==> src/tc2_defs.svh <==
`ifndef TC2_DEFS_SVH
`define TC2_DEFS_SVH

// Register byte offsets on the bus
`define TC2_OFS_CONTROL     8'h00
`define TC2_OFS_CMP_LOW     8'h04
`define TC2_OFS_CMP_HIGH    8'h08
`define TC2_OFS_COUNT       8'h0C
`define TC2_OFS_CONFIG      8'h10

// Control register fields
`define TC2_RUN_BIT         5
`define TC2_CLK_MSB         4
`define TC2_CLK_LSB         2
`define TC2_MODE_BIT        0

// Config register fields
`define TC2_DVSEL_BIT       0

// Reset values
`define TC2_RST_CONTROL     8'h00
`define TC2_RST_COMPARE     16'hFFFF
`define TC2_RST_DVSEL       1'b0

// Divider tap exponents
`define TC2_DIV_FC_W        23
`define TC2_DIV_FS_W        15
`define TC2_TAP_FC_23       23
`define TC2_TAP_FC_13       13
`define TC2_TAP_FC_8        8
`define TC2_TAP_FC_3        3
`define TC2_TAP_FS_15       15
`define TC2_TAP_FS_5        5

// Bits kept when the fast clock counts in second slow mode
`define TC2_WARM_LSB        11

`endif

==> src/tc2_pkg.sv <==
package tc2_pkg;

  typedef enum logic [2:0] {
    TC2_CK_TAP0     = 3'h0,
    TC2_CK_TAP1     = 3'h1,
    TC2_CK_TAP2     = 3'h2,
    TC2_CK_TAP3     = 3'h3,
    TC2_CK_FAST     = 3'h4,
    TC2_CK_SLOW     = 3'h5,
    TC2_CK_RESERVED = 3'h6,
    TC2_CK_EXTERNAL = 3'h7
  } tc2_clk_sel_t;

  typedef enum logic [1:0] {
    TC2_ST_IDLE   = 2'b01,
    TC2_ST_COUNT  = 2'b10
  } tc2_state_t;

endpackage

==> src/tc2_timer.sv <==
// Added by the designer: register access over Wishbone and the register offsets.
`timescale 1ns/10ps
`include "tc2_defs.svh"
// Notes on behaviour
// Run written zero stops and clears counter; written one starts counting.
// Three-bit clock field picks taps; 110 reserved, 111 is the input pin.
// Codes 000/001 use slow taps in slow/sleep; 010/011 absent; 101 normal (code also stops 101 in slow/sleep).
// Software picks 100 only in second slow mode, timer operation.
// Mode bit zero gives timer or event counting, one gives window mode.
// Sixteen-bit compare value is compared against the up-counter.
// Software writes compare low byte first, then high byte.
// A lone low or lone high byte write leaves compare unchanged.
// Old compare value stays in use until the high byte completes it.
// Software changes mode and clock only while run is zero.
// Compare must exceed one; upper five bits exceed one at warm-up.
// Control bits 7, 6 and 1 read as undefined.
// Stop power state entry clears run; software must set it again.
// Timer mode counts internal clock; match interrupts, clears, continues.
// Event mode counts pin rising edges; match acts on next falling edge.
// Window mode counts internal clock while pin high; match clears.
// Fast clock in second slow mode matches on upper five bits only.
// Reset leaves counter stopped and cleared, run reading zero.
module tc2_timer
  import tc2_pkg::*;
#(
  parameter int CNT_W = 16
) (
  input  wire logic             clk_i,
  input  wire logic             rst_i,
  input  wire logic             wb_cyc_i,
  input  wire logic             wb_stb_i,
  input  wire logic             wb_we_i,
  input  wire logic [7:0]       wb_adr_i,
  input  wire logic [3:0]       wb_sel_i,
  input  wire logic [31:0]      wb_dat_i,
  output logic      [31:0]      wb_dat_o,
  output logic                  wb_ack_o,
  input  wire logic             low_freq_tick_i,
  input  wire logic             slow_mode_i,
  input  wire logic             sleep_mode_i,
  input  wire logic             second_slow_mode_i,
  input  wire logic             stop_entry_i,
  input  wire logic             count_input_pin_i,
  output logic                  match_interrupt_o,
  output logic                  running_o
);

  logic                     run_control;
  tc2_clk_sel_t             source_clock_select;
  logic                     operating_mode_select;
  logic                     divider_tap_select;
  logic [CNT_W-1:0]         compare_value_reg;
  logic [7:0]               compare_value_low;
  logic                     low_pending;
  logic [CNT_W-1:0]         counter;
  logic [`TC2_DIV_FC_W-1:0] fc_div;
  logic [`TC2_DIV_FS_W-1:0] fs_div;
  logic                     pin_q;
  tc2_state_t               state;
  logic                     wr_ctl;
  logic                     wr_lo;
  logic                     wr_hi;
  logic                     wr_cfg;
  logic                     bus_req;
  logic                     tick;
  logic                     fast_sel;
  logic                     pin_rise;
  logic                     pin_fall;
  logic                     hit;
  logic                     low_power;
  logic [CNT_W-1:0]         next_count;

  // Named copy so the reset fields can be sliced
  localparam logic [7:0]    CTL_RESET = `TC2_RST_CONTROL;

  // Single-cycle bus answer, one wait state
  assign bus_req = wb_cyc_i && wb_stb_i && !wb_ack_o;
  assign wr_ctl  = bus_req && wb_we_i && wb_sel_i[0]
                   && wb_adr_i == `TC2_OFS_CONTROL;
  assign wr_lo   = bus_req && wb_we_i && wb_sel_i[0]
                   && wb_adr_i == `TC2_OFS_CMP_LOW;
  assign wr_hi   = bus_req && wb_we_i && wb_sel_i[0]
                   && wb_adr_i == `TC2_OFS_CMP_HIGH;
  assign wr_cfg  = bus_req && wb_we_i && wb_sel_i[0]
                   && wb_adr_i == `TC2_OFS_CONFIG;
  assign low_power = slow_mode_i || sleep_mode_i;

  always_ff @(posedge clk_i) begin
    if (rst_i) begin
      wb_ack_o <= 1'b0;
    end else begin
      wb_ack_o <= bus_req;
    end
  end

  always_ff @(posedge clk_i) begin
    if (rst_i) begin
      wb_dat_o <= 32'h0000_0000;
    end else if (bus_req && !wb_we_i) begin
      case (wb_adr_i)
        // Undefined bits 7, 6, 1 are returned as zero
        `TC2_OFS_CONTROL:  wb_dat_o <= {26'h0, run_control,
                                        source_clock_select, 1'b0,
                                        operating_mode_select};
        `TC2_OFS_CMP_LOW:  wb_dat_o <= {24'h0, compare_value_reg[7:0]};
        `TC2_OFS_CMP_HIGH: wb_dat_o <= {24'h0, compare_value_reg[15:8]};
        `TC2_OFS_COUNT:    wb_dat_o <= {16'h0, counter};
        `TC2_OFS_CONFIG:   wb_dat_o <= {31'h0, divider_tap_select};
        default:           wb_dat_o <= 32'h0000_0000;
      endcase
    end
  end

  // Control register; stop entry wins over a same-cycle write
  always_ff @(posedge clk_i) begin
    if (rst_i) begin
      run_control           <= CTL_RESET[`TC2_RUN_BIT];
      source_clock_select   <= tc2_clk_sel_t'(
                               CTL_RESET[`TC2_CLK_MSB:`TC2_CLK_LSB]);
      operating_mode_select <= CTL_RESET[`TC2_MODE_BIT];
    end else begin
      if (wr_ctl) begin
        run_control           <= wb_dat_i[`TC2_RUN_BIT];
        // Fields taken as written; changing them while running is unsafe
        source_clock_select   <= tc2_clk_sel_t'(
                                 wb_dat_i[`TC2_CLK_MSB:`TC2_CLK_LSB]);
        operating_mode_select <= wb_dat_i[`TC2_MODE_BIT];
      end
      if (stop_entry_i) begin
        run_control <= 1'b0;
      end
    end
  end

  always_ff @(posedge clk_i) begin
    if (rst_i) begin
      divider_tap_select <= `TC2_RST_DVSEL;
    end else if (wr_cfg) begin
      divider_tap_select <= wb_dat_i[`TC2_DVSEL_BIT];
    end
  end

  // Compare value only changes as a whole pair
  always_ff @(posedge clk_i) begin
    if (rst_i) begin
      compare_value_reg <= `TC2_RST_COMPARE;
      compare_value_low <= 8'h00;
      low_pending       <= 1'b0;
    end else if (wr_lo) begin
      compare_value_low <= wb_dat_i[7:0];
      low_pending       <= 1'b1;
    end else if (wr_hi) begin
      low_pending <= 1'b0;
      if (low_pending) begin
        compare_value_reg <= {wb_dat_i[7:0], compare_value_low};
      end // A lone high write is dropped
    end
  end

  // Free-running prescalers for both clock families
  always_ff @(posedge clk_i) begin
    if (rst_i) begin
      fc_div <= '0;
      fs_div <= '0;
    end else begin
      fc_div <= fc_div + 1'b1;
      if (low_freq_tick_i) begin
        fs_div <= fs_div + 1'b1;
      end
    end
  end

  // Tap pulses mark the prescaler passing each power-of-two boundary
  always_comb begin
    tick     = 1'b0;
    fast_sel = 1'b0;
    case (source_clock_select)
      TC2_CK_TAP0: begin
        if (low_power || divider_tap_select) begin
          tick = low_freq_tick_i
                 && &fs_div[`TC2_TAP_FS_15-1:0];
        end else begin
          tick = &fc_div[`TC2_TAP_FC_23-1:0];
        end
      end
      TC2_CK_TAP1: begin
        if (low_power || divider_tap_select) begin
          tick = low_freq_tick_i && &fs_div[`TC2_TAP_FS_5-1:0];
        end else begin
          tick = &fc_div[`TC2_TAP_FC_13-1:0];
        end
      end
      TC2_CK_TAP2: tick = !low_power && &fc_div[`TC2_TAP_FC_8-1:0];
      TC2_CK_TAP3: tick = !low_power && &fc_div[`TC2_TAP_FC_3-1:0];
      TC2_CK_FAST: begin
        // Only meaningful in second slow timer operation
        fast_sel = second_slow_mode_i && !sleep_mode_i;
        tick     = fast_sel;
      end
      TC2_CK_SLOW:     tick = !low_power && low_freq_tick_i;
      TC2_CK_RESERVED: tick = 1'b0;
      TC2_CK_EXTERNAL: tick = 1'b0;
      default:         tick = 1'b0;
    endcase
  end

  assign pin_rise = count_input_pin_i && !pin_q;
  assign pin_fall = !count_input_pin_i && pin_q;

  // Warm-up use ignores the low eleven bits
  always_comb begin
    next_count = counter + 1'b1;
    if (fast_sel) begin
      hit = next_count[CNT_W-1:`TC2_WARM_LSB]
            == compare_value_reg[CNT_W-1:`TC2_WARM_LSB];
    end else begin
      hit = next_count == compare_value_reg;
    end
  end

  always_ff @(posedge clk_i) begin
    if (rst_i) begin
      pin_q <= 1'b0;
    end else begin
      pin_q <= count_input_pin_i;
    end
  end

  always_ff @(posedge clk_i) begin
    if (rst_i) begin
      state <= TC2_ST_IDLE;
    end else begin
      case (state)
        TC2_ST_IDLE:  if (run_control) state <= TC2_ST_COUNT;
        TC2_ST_COUNT: if (!run_control) state <= TC2_ST_IDLE;
        default:      state <= TC2_ST_IDLE;
      endcase
    end
  end

  always_ff @(posedge clk_i) begin
    if (rst_i) begin
      counter           <= '0;
      match_interrupt_o <= 1'b0;
    end else begin
      match_interrupt_o <= 1'b0;
      if (state != TC2_ST_COUNT || !run_control) begin
        counter <= '0;
      end else if (operating_mode_select) begin
        if (tick && count_input_pin_i) begin
          counter           <= hit ? '0 : next_count;
          match_interrupt_o <= hit;
        end
      end else if (source_clock_select == TC2_CK_EXTERNAL) begin
        if (pin_rise) begin
          counter <= next_count;
        end else if (pin_fall && counter == compare_value_reg) begin
          counter           <= '0;
          match_interrupt_o <= 1'b1;
        end
      end else if (tick) begin
        counter           <= hit ? '0 : next_count;
        match_interrupt_o <= hit;
      end
    end
  end

  assign running_o = state == TC2_ST_COUNT;

endmodule

==> config.mk <==
export PLATFORM = sky130hd
export DESIGN_NAME = tc2_timer
export DESIGN_NICKNAME = d
export VERILOG_FILES = /design/src/tc2_pkg.sv /design/src/tc2_timer.sv
export VERILOG_INCLUDE_DIRS = /design/src
export SDC_FILE = /design/constraint.sdc
export NUM_CORES = 1
export LEC_CHECK = 0
export BUFFER_PORTS_ARGS = -buffer_cell sky130_fd_sc_hd__clkbuf_2
export CORE_MARGIN = 1.5
export CORE_UTILIZATION = 40
export CTS_CLUSTER_DIAMETER = 100
export DETAILED_ROUTE_END_ITERATION = 7
export MAX_ROUTING_LAYER = met4
export PLACE_DENSITY = 0.67
export SYNTH_ARGS = -nofsm -noshare
export SYNTH_HDL_FRONTEND = slang
export SYNTH_SLANG_ARGS = --single-unit
==> constraint.sdc <==
create_clock -name clk_i -period 2.29 [get_ports clk_i]
set_input_delay 0 -clock clk_i [delete_from_list [all_inputs] [get_ports clk_i]]
set_output_delay 0 -clock clk_i [all_outputs]
set_load 0.01 [all_outputs]
==> results by group <==
STA
  – Final setup fails: 13
  – Slew @ Worst Pin: a little over 800 ps
  – Period utilization: 1.05
  – Worst setup margin: -125 ps
  – Total negative slack: -1260 ps
  – Rel. slew slack: 0.446
  – Final Hold Slack: ~13 ps
  – Setup Skew: ~12 ps
  – RSZ-0062 raised after global routing: yes
  – Post-layout min period: 2420 ps
  – Maximum clock rate: just over 0.4 GHz
  – Max-slew violations: 0
  – Final hold vios: 0

Finish
  – Fill cells: ~1.3k
  – Fin area: approximately 7000 um2
  – Area added between synthesis and finish: 21.5%
  – Share of layout cells above drive strength 1: 0.266
  – Most common cell after layout, fill and taps aside: dfxtp_1
  – Most frequent cells in the layout: dfxtp_1 (95), nor2_1 (85), buf_4 (74)
  – Largest Register: fc_div
  – Final nets: 834
  – Max reg flops: 23
  – N_diodes: 0
  – Final core occ: 0.500

Die
  – Initial core utilization: 0.412
  – Die height: 123 um
  – Die width: 123 um
  – Die area: around 15000 um2
  – Row count: 43
  – Core area: approximately 14000 um2
  – Ports: 90

Critical path
  – CP max FO: 13
  – Startpoint types: flop
  – CP Capture Type: flop
  – Buf+Inv Stages, Crit Path: 2
  – Slowest CP cell: dfxtp_4
  – Worst EP required: around 2500 ps
  – Crit path largest cell delay: roughly 380 ps
  – CP cell instances: ha_4, nand4_4, or3_1, a32oi_1, a21o_1, a31oi_4, o311ai_4, buf_12, buf_4, nor4b_2, a21o_1
  – Delay-heaviest family, CP: compound AO/OA/AOI/OAI gates
  – WS Path Type: flop to flop
  – Arr. time, crit path: around 2700 ps
  – Crit path top cell by count: a21o_1

Power
  – Clock Power Share: 0.421
  – Final Total Pwr: approximately 0.0035 W
  – Seq pwr share: 0.529
  – Combinational share of power: 0.050
  – Leakage: just under 3 nW
  – Sw power: about 0.00084 W
  – Sw Share: 0.238
  – PD cells: approximately 500 nW/um2
  – Cell-internal power: ~0.0027 W
  – Peak VDD IR: approximately 0.38 mV

Synth
  – Top_reg_cell synth: dfxtp_1
  – Post-Syn Area per Cell: a little under 9 um2
  – Synth async-reset ratio: 0
  – Sequential fraction of the synthesis area: 0.369
  – Syn Inst Count: roughly 670
  – Mapped cell area: about 5800 um2
  – Synth cell types: between 70 and 80
  – Synthesized flop and latch total: between 100 and 150
  – Post-synth EDFFs: 0
  – Yosys warnings: 0

Routing
  – DRT iter0 DRCs: ~320
  – DRT Wirelength: between 10 and 15 mm
  – Routed vias/inst: approximately 5.3
  – Drt pass-1 iters: 5
  – Routed wire length per instance: about 15 um
  – Antenna viol nets, final: 0
  – Via count: slightly above 5k
  – Number of remaining DRC errors: 0

Global routing
  – Total grt overflow: 0
  – Initial antenna violation count: 0
  – Pin count of the biggest net entering global routing: 88
  – First-pass GRT wire length: ~24 mm
  – Vias in the first global route: ~4.9k
  – Tot GR Track Use: 0.209

Clock tree
  – Total CTS buffers: 9
  – H-tree depth: 3
  – Worst skew pair latency: 360 ps
  – Clock Pin Slew Worst Setup and Hold Paths: 70 ps
  – CTS Sinks: 106
  – Maximum root-to-sink buffer count: 2
  – Root buffer cell: clkbuf_16
  – CTS tree: done

Outcome
  – Status: finished with violations
  – Failing checks: setup timing

Flow run
  – Max Cap Viol: 0

Min path
  – Tightest Hold Check Type: input port to flop

Place
  – Placed cell areas: ~6400 um2
  – GPL Wtd Cong: roughly 1.0
  – Hpwl dp: around 11 mm
  – IO Port Bufs: 46
metal layers:
metal	up-vias	global-route usage	wire length, um
met5	-	-	0
met4	0	0.0799	475
met3	25	0.0387	534
met2	117	0.335	6950
met1	2451	0.261	6660
li1	2512	-	-
per-stage QoR:
stage               worst slack [ps]  instances
finish                          -125        958
global placement                -161        923
global route                    -244        958
floorplan                     -0.295        680
CTS                             -140        955
detailed placement              -204        923
synthesized netlist by cell type, types with 6 or more instances:
cell type | number | share of area
a21oi_1 | 20 | 0.017
and4_1 | 7 | 0.011
nor2b_1 | 10 | 0.011
a22o_1 | 9 | 0.014
mux2i_1 | 16 | 0.028
nor2_1 | 85 | 0.055
nor4_1 | 6 | 0.0065
buf_4 | 20 | 0.026
or3_1 | 8 | 0.0087
and2_1 | 11 | 0.012
inv_1 | 11 | 0.0072
dfxtp_1 | 106 | 0.37
o21ai_0 | 21 | 0.018
nand3_1 | 26 | 0.023
nand2_1 | 73 | 0.048
nand4_1 | 16 | 0.017
xor2_1 | 28 | 0.043
xnor2_1 | 20 | 0.030
nand3b_1 | 18 | 0.023
and3_1 | 10 | 0.011
clkbuf_1 | 19 | 0.012
nor3_1 | 13 | 0.011
a22oi_1 | 12 | 0.016
layout make-up:
type                    count  area (um2)  area share
clock inverters             6        51.3     0.00733
repair buffers            137         968       0.138
well taps                 180         225      0.0322
inverters                  11        41.3     0.00590
multi-input cells         509        3340       0.477
flip-flops and latches    106        2140       0.306
clock buffers               9         225      0.0322
power by group through the flow:
stage | Sequential (W) | Clock [W] | Combinational, W
floorplan | 0.00190 | 0 | 0.000116
global placement | 0.00190 | 0 | 0.000152
detailed placement | 0.00190 | 0 | 0.000155
CTS | 0.00186 | 0.00151 | 0.000175
global route | 0.00186 | 0.00160 | 0.000193
finish | 0.00186 | 0.00148 | 0.000175
cells by family after synthesis:
logic type	after synthesis	synth area share
adders and majority gates	5	0.0109
DFF	106	0.369
AOI/OAI and AO/OA	92	0.116
other	1	0.000651
xor gates and xnor gates	50	0.0787
muxes	24	0.0532
buffers and inverters	65	0.0752
and+or+nand+nor	322	0.296
worst register-to-register path, delay by kind of cell, from the launching register on:
family | cells | cell delay, ps
and+or+nand+nor | 3 | 540
AOI/OAI and AO/OA | 5 | 910
DFF | 1 | 380
buffers and inverters | 2 | 300
adders and majority gates | 1 | 170
path summary, 6_finish.rpt:
path / startpoint / to / slack, ps / cells past startpoint
min reg2reg: wb_dat_o[2]$_SDFFE_PP0P_ / wb_dat_o[2]$_SDFFE_PP0P_ / 460 / 2
max reg2reg: counter[0]$_SDFFE_PP0P_ / counter[13]$_SDFFE_PP0P_ / -130 / 11
min: wb_adr_i[7] / wb_dat_o[2]$_SDFFE_PP0P_ / 10 / 4
max: counter[0]$_SDFFE_PP0P_ / counter[13]$_SDFFE_PP0P_ / -130 / 11
what timing repair did:
action,CTS,global route
pin swaps,8,4
cloned,0,0
setup endpoints to repair,16,17
hold buffers,14,0
resized for setup,19,11
setup buffers,3,3
hold endpoints to repair,28,0
Power figures use the tool's default switching activity.
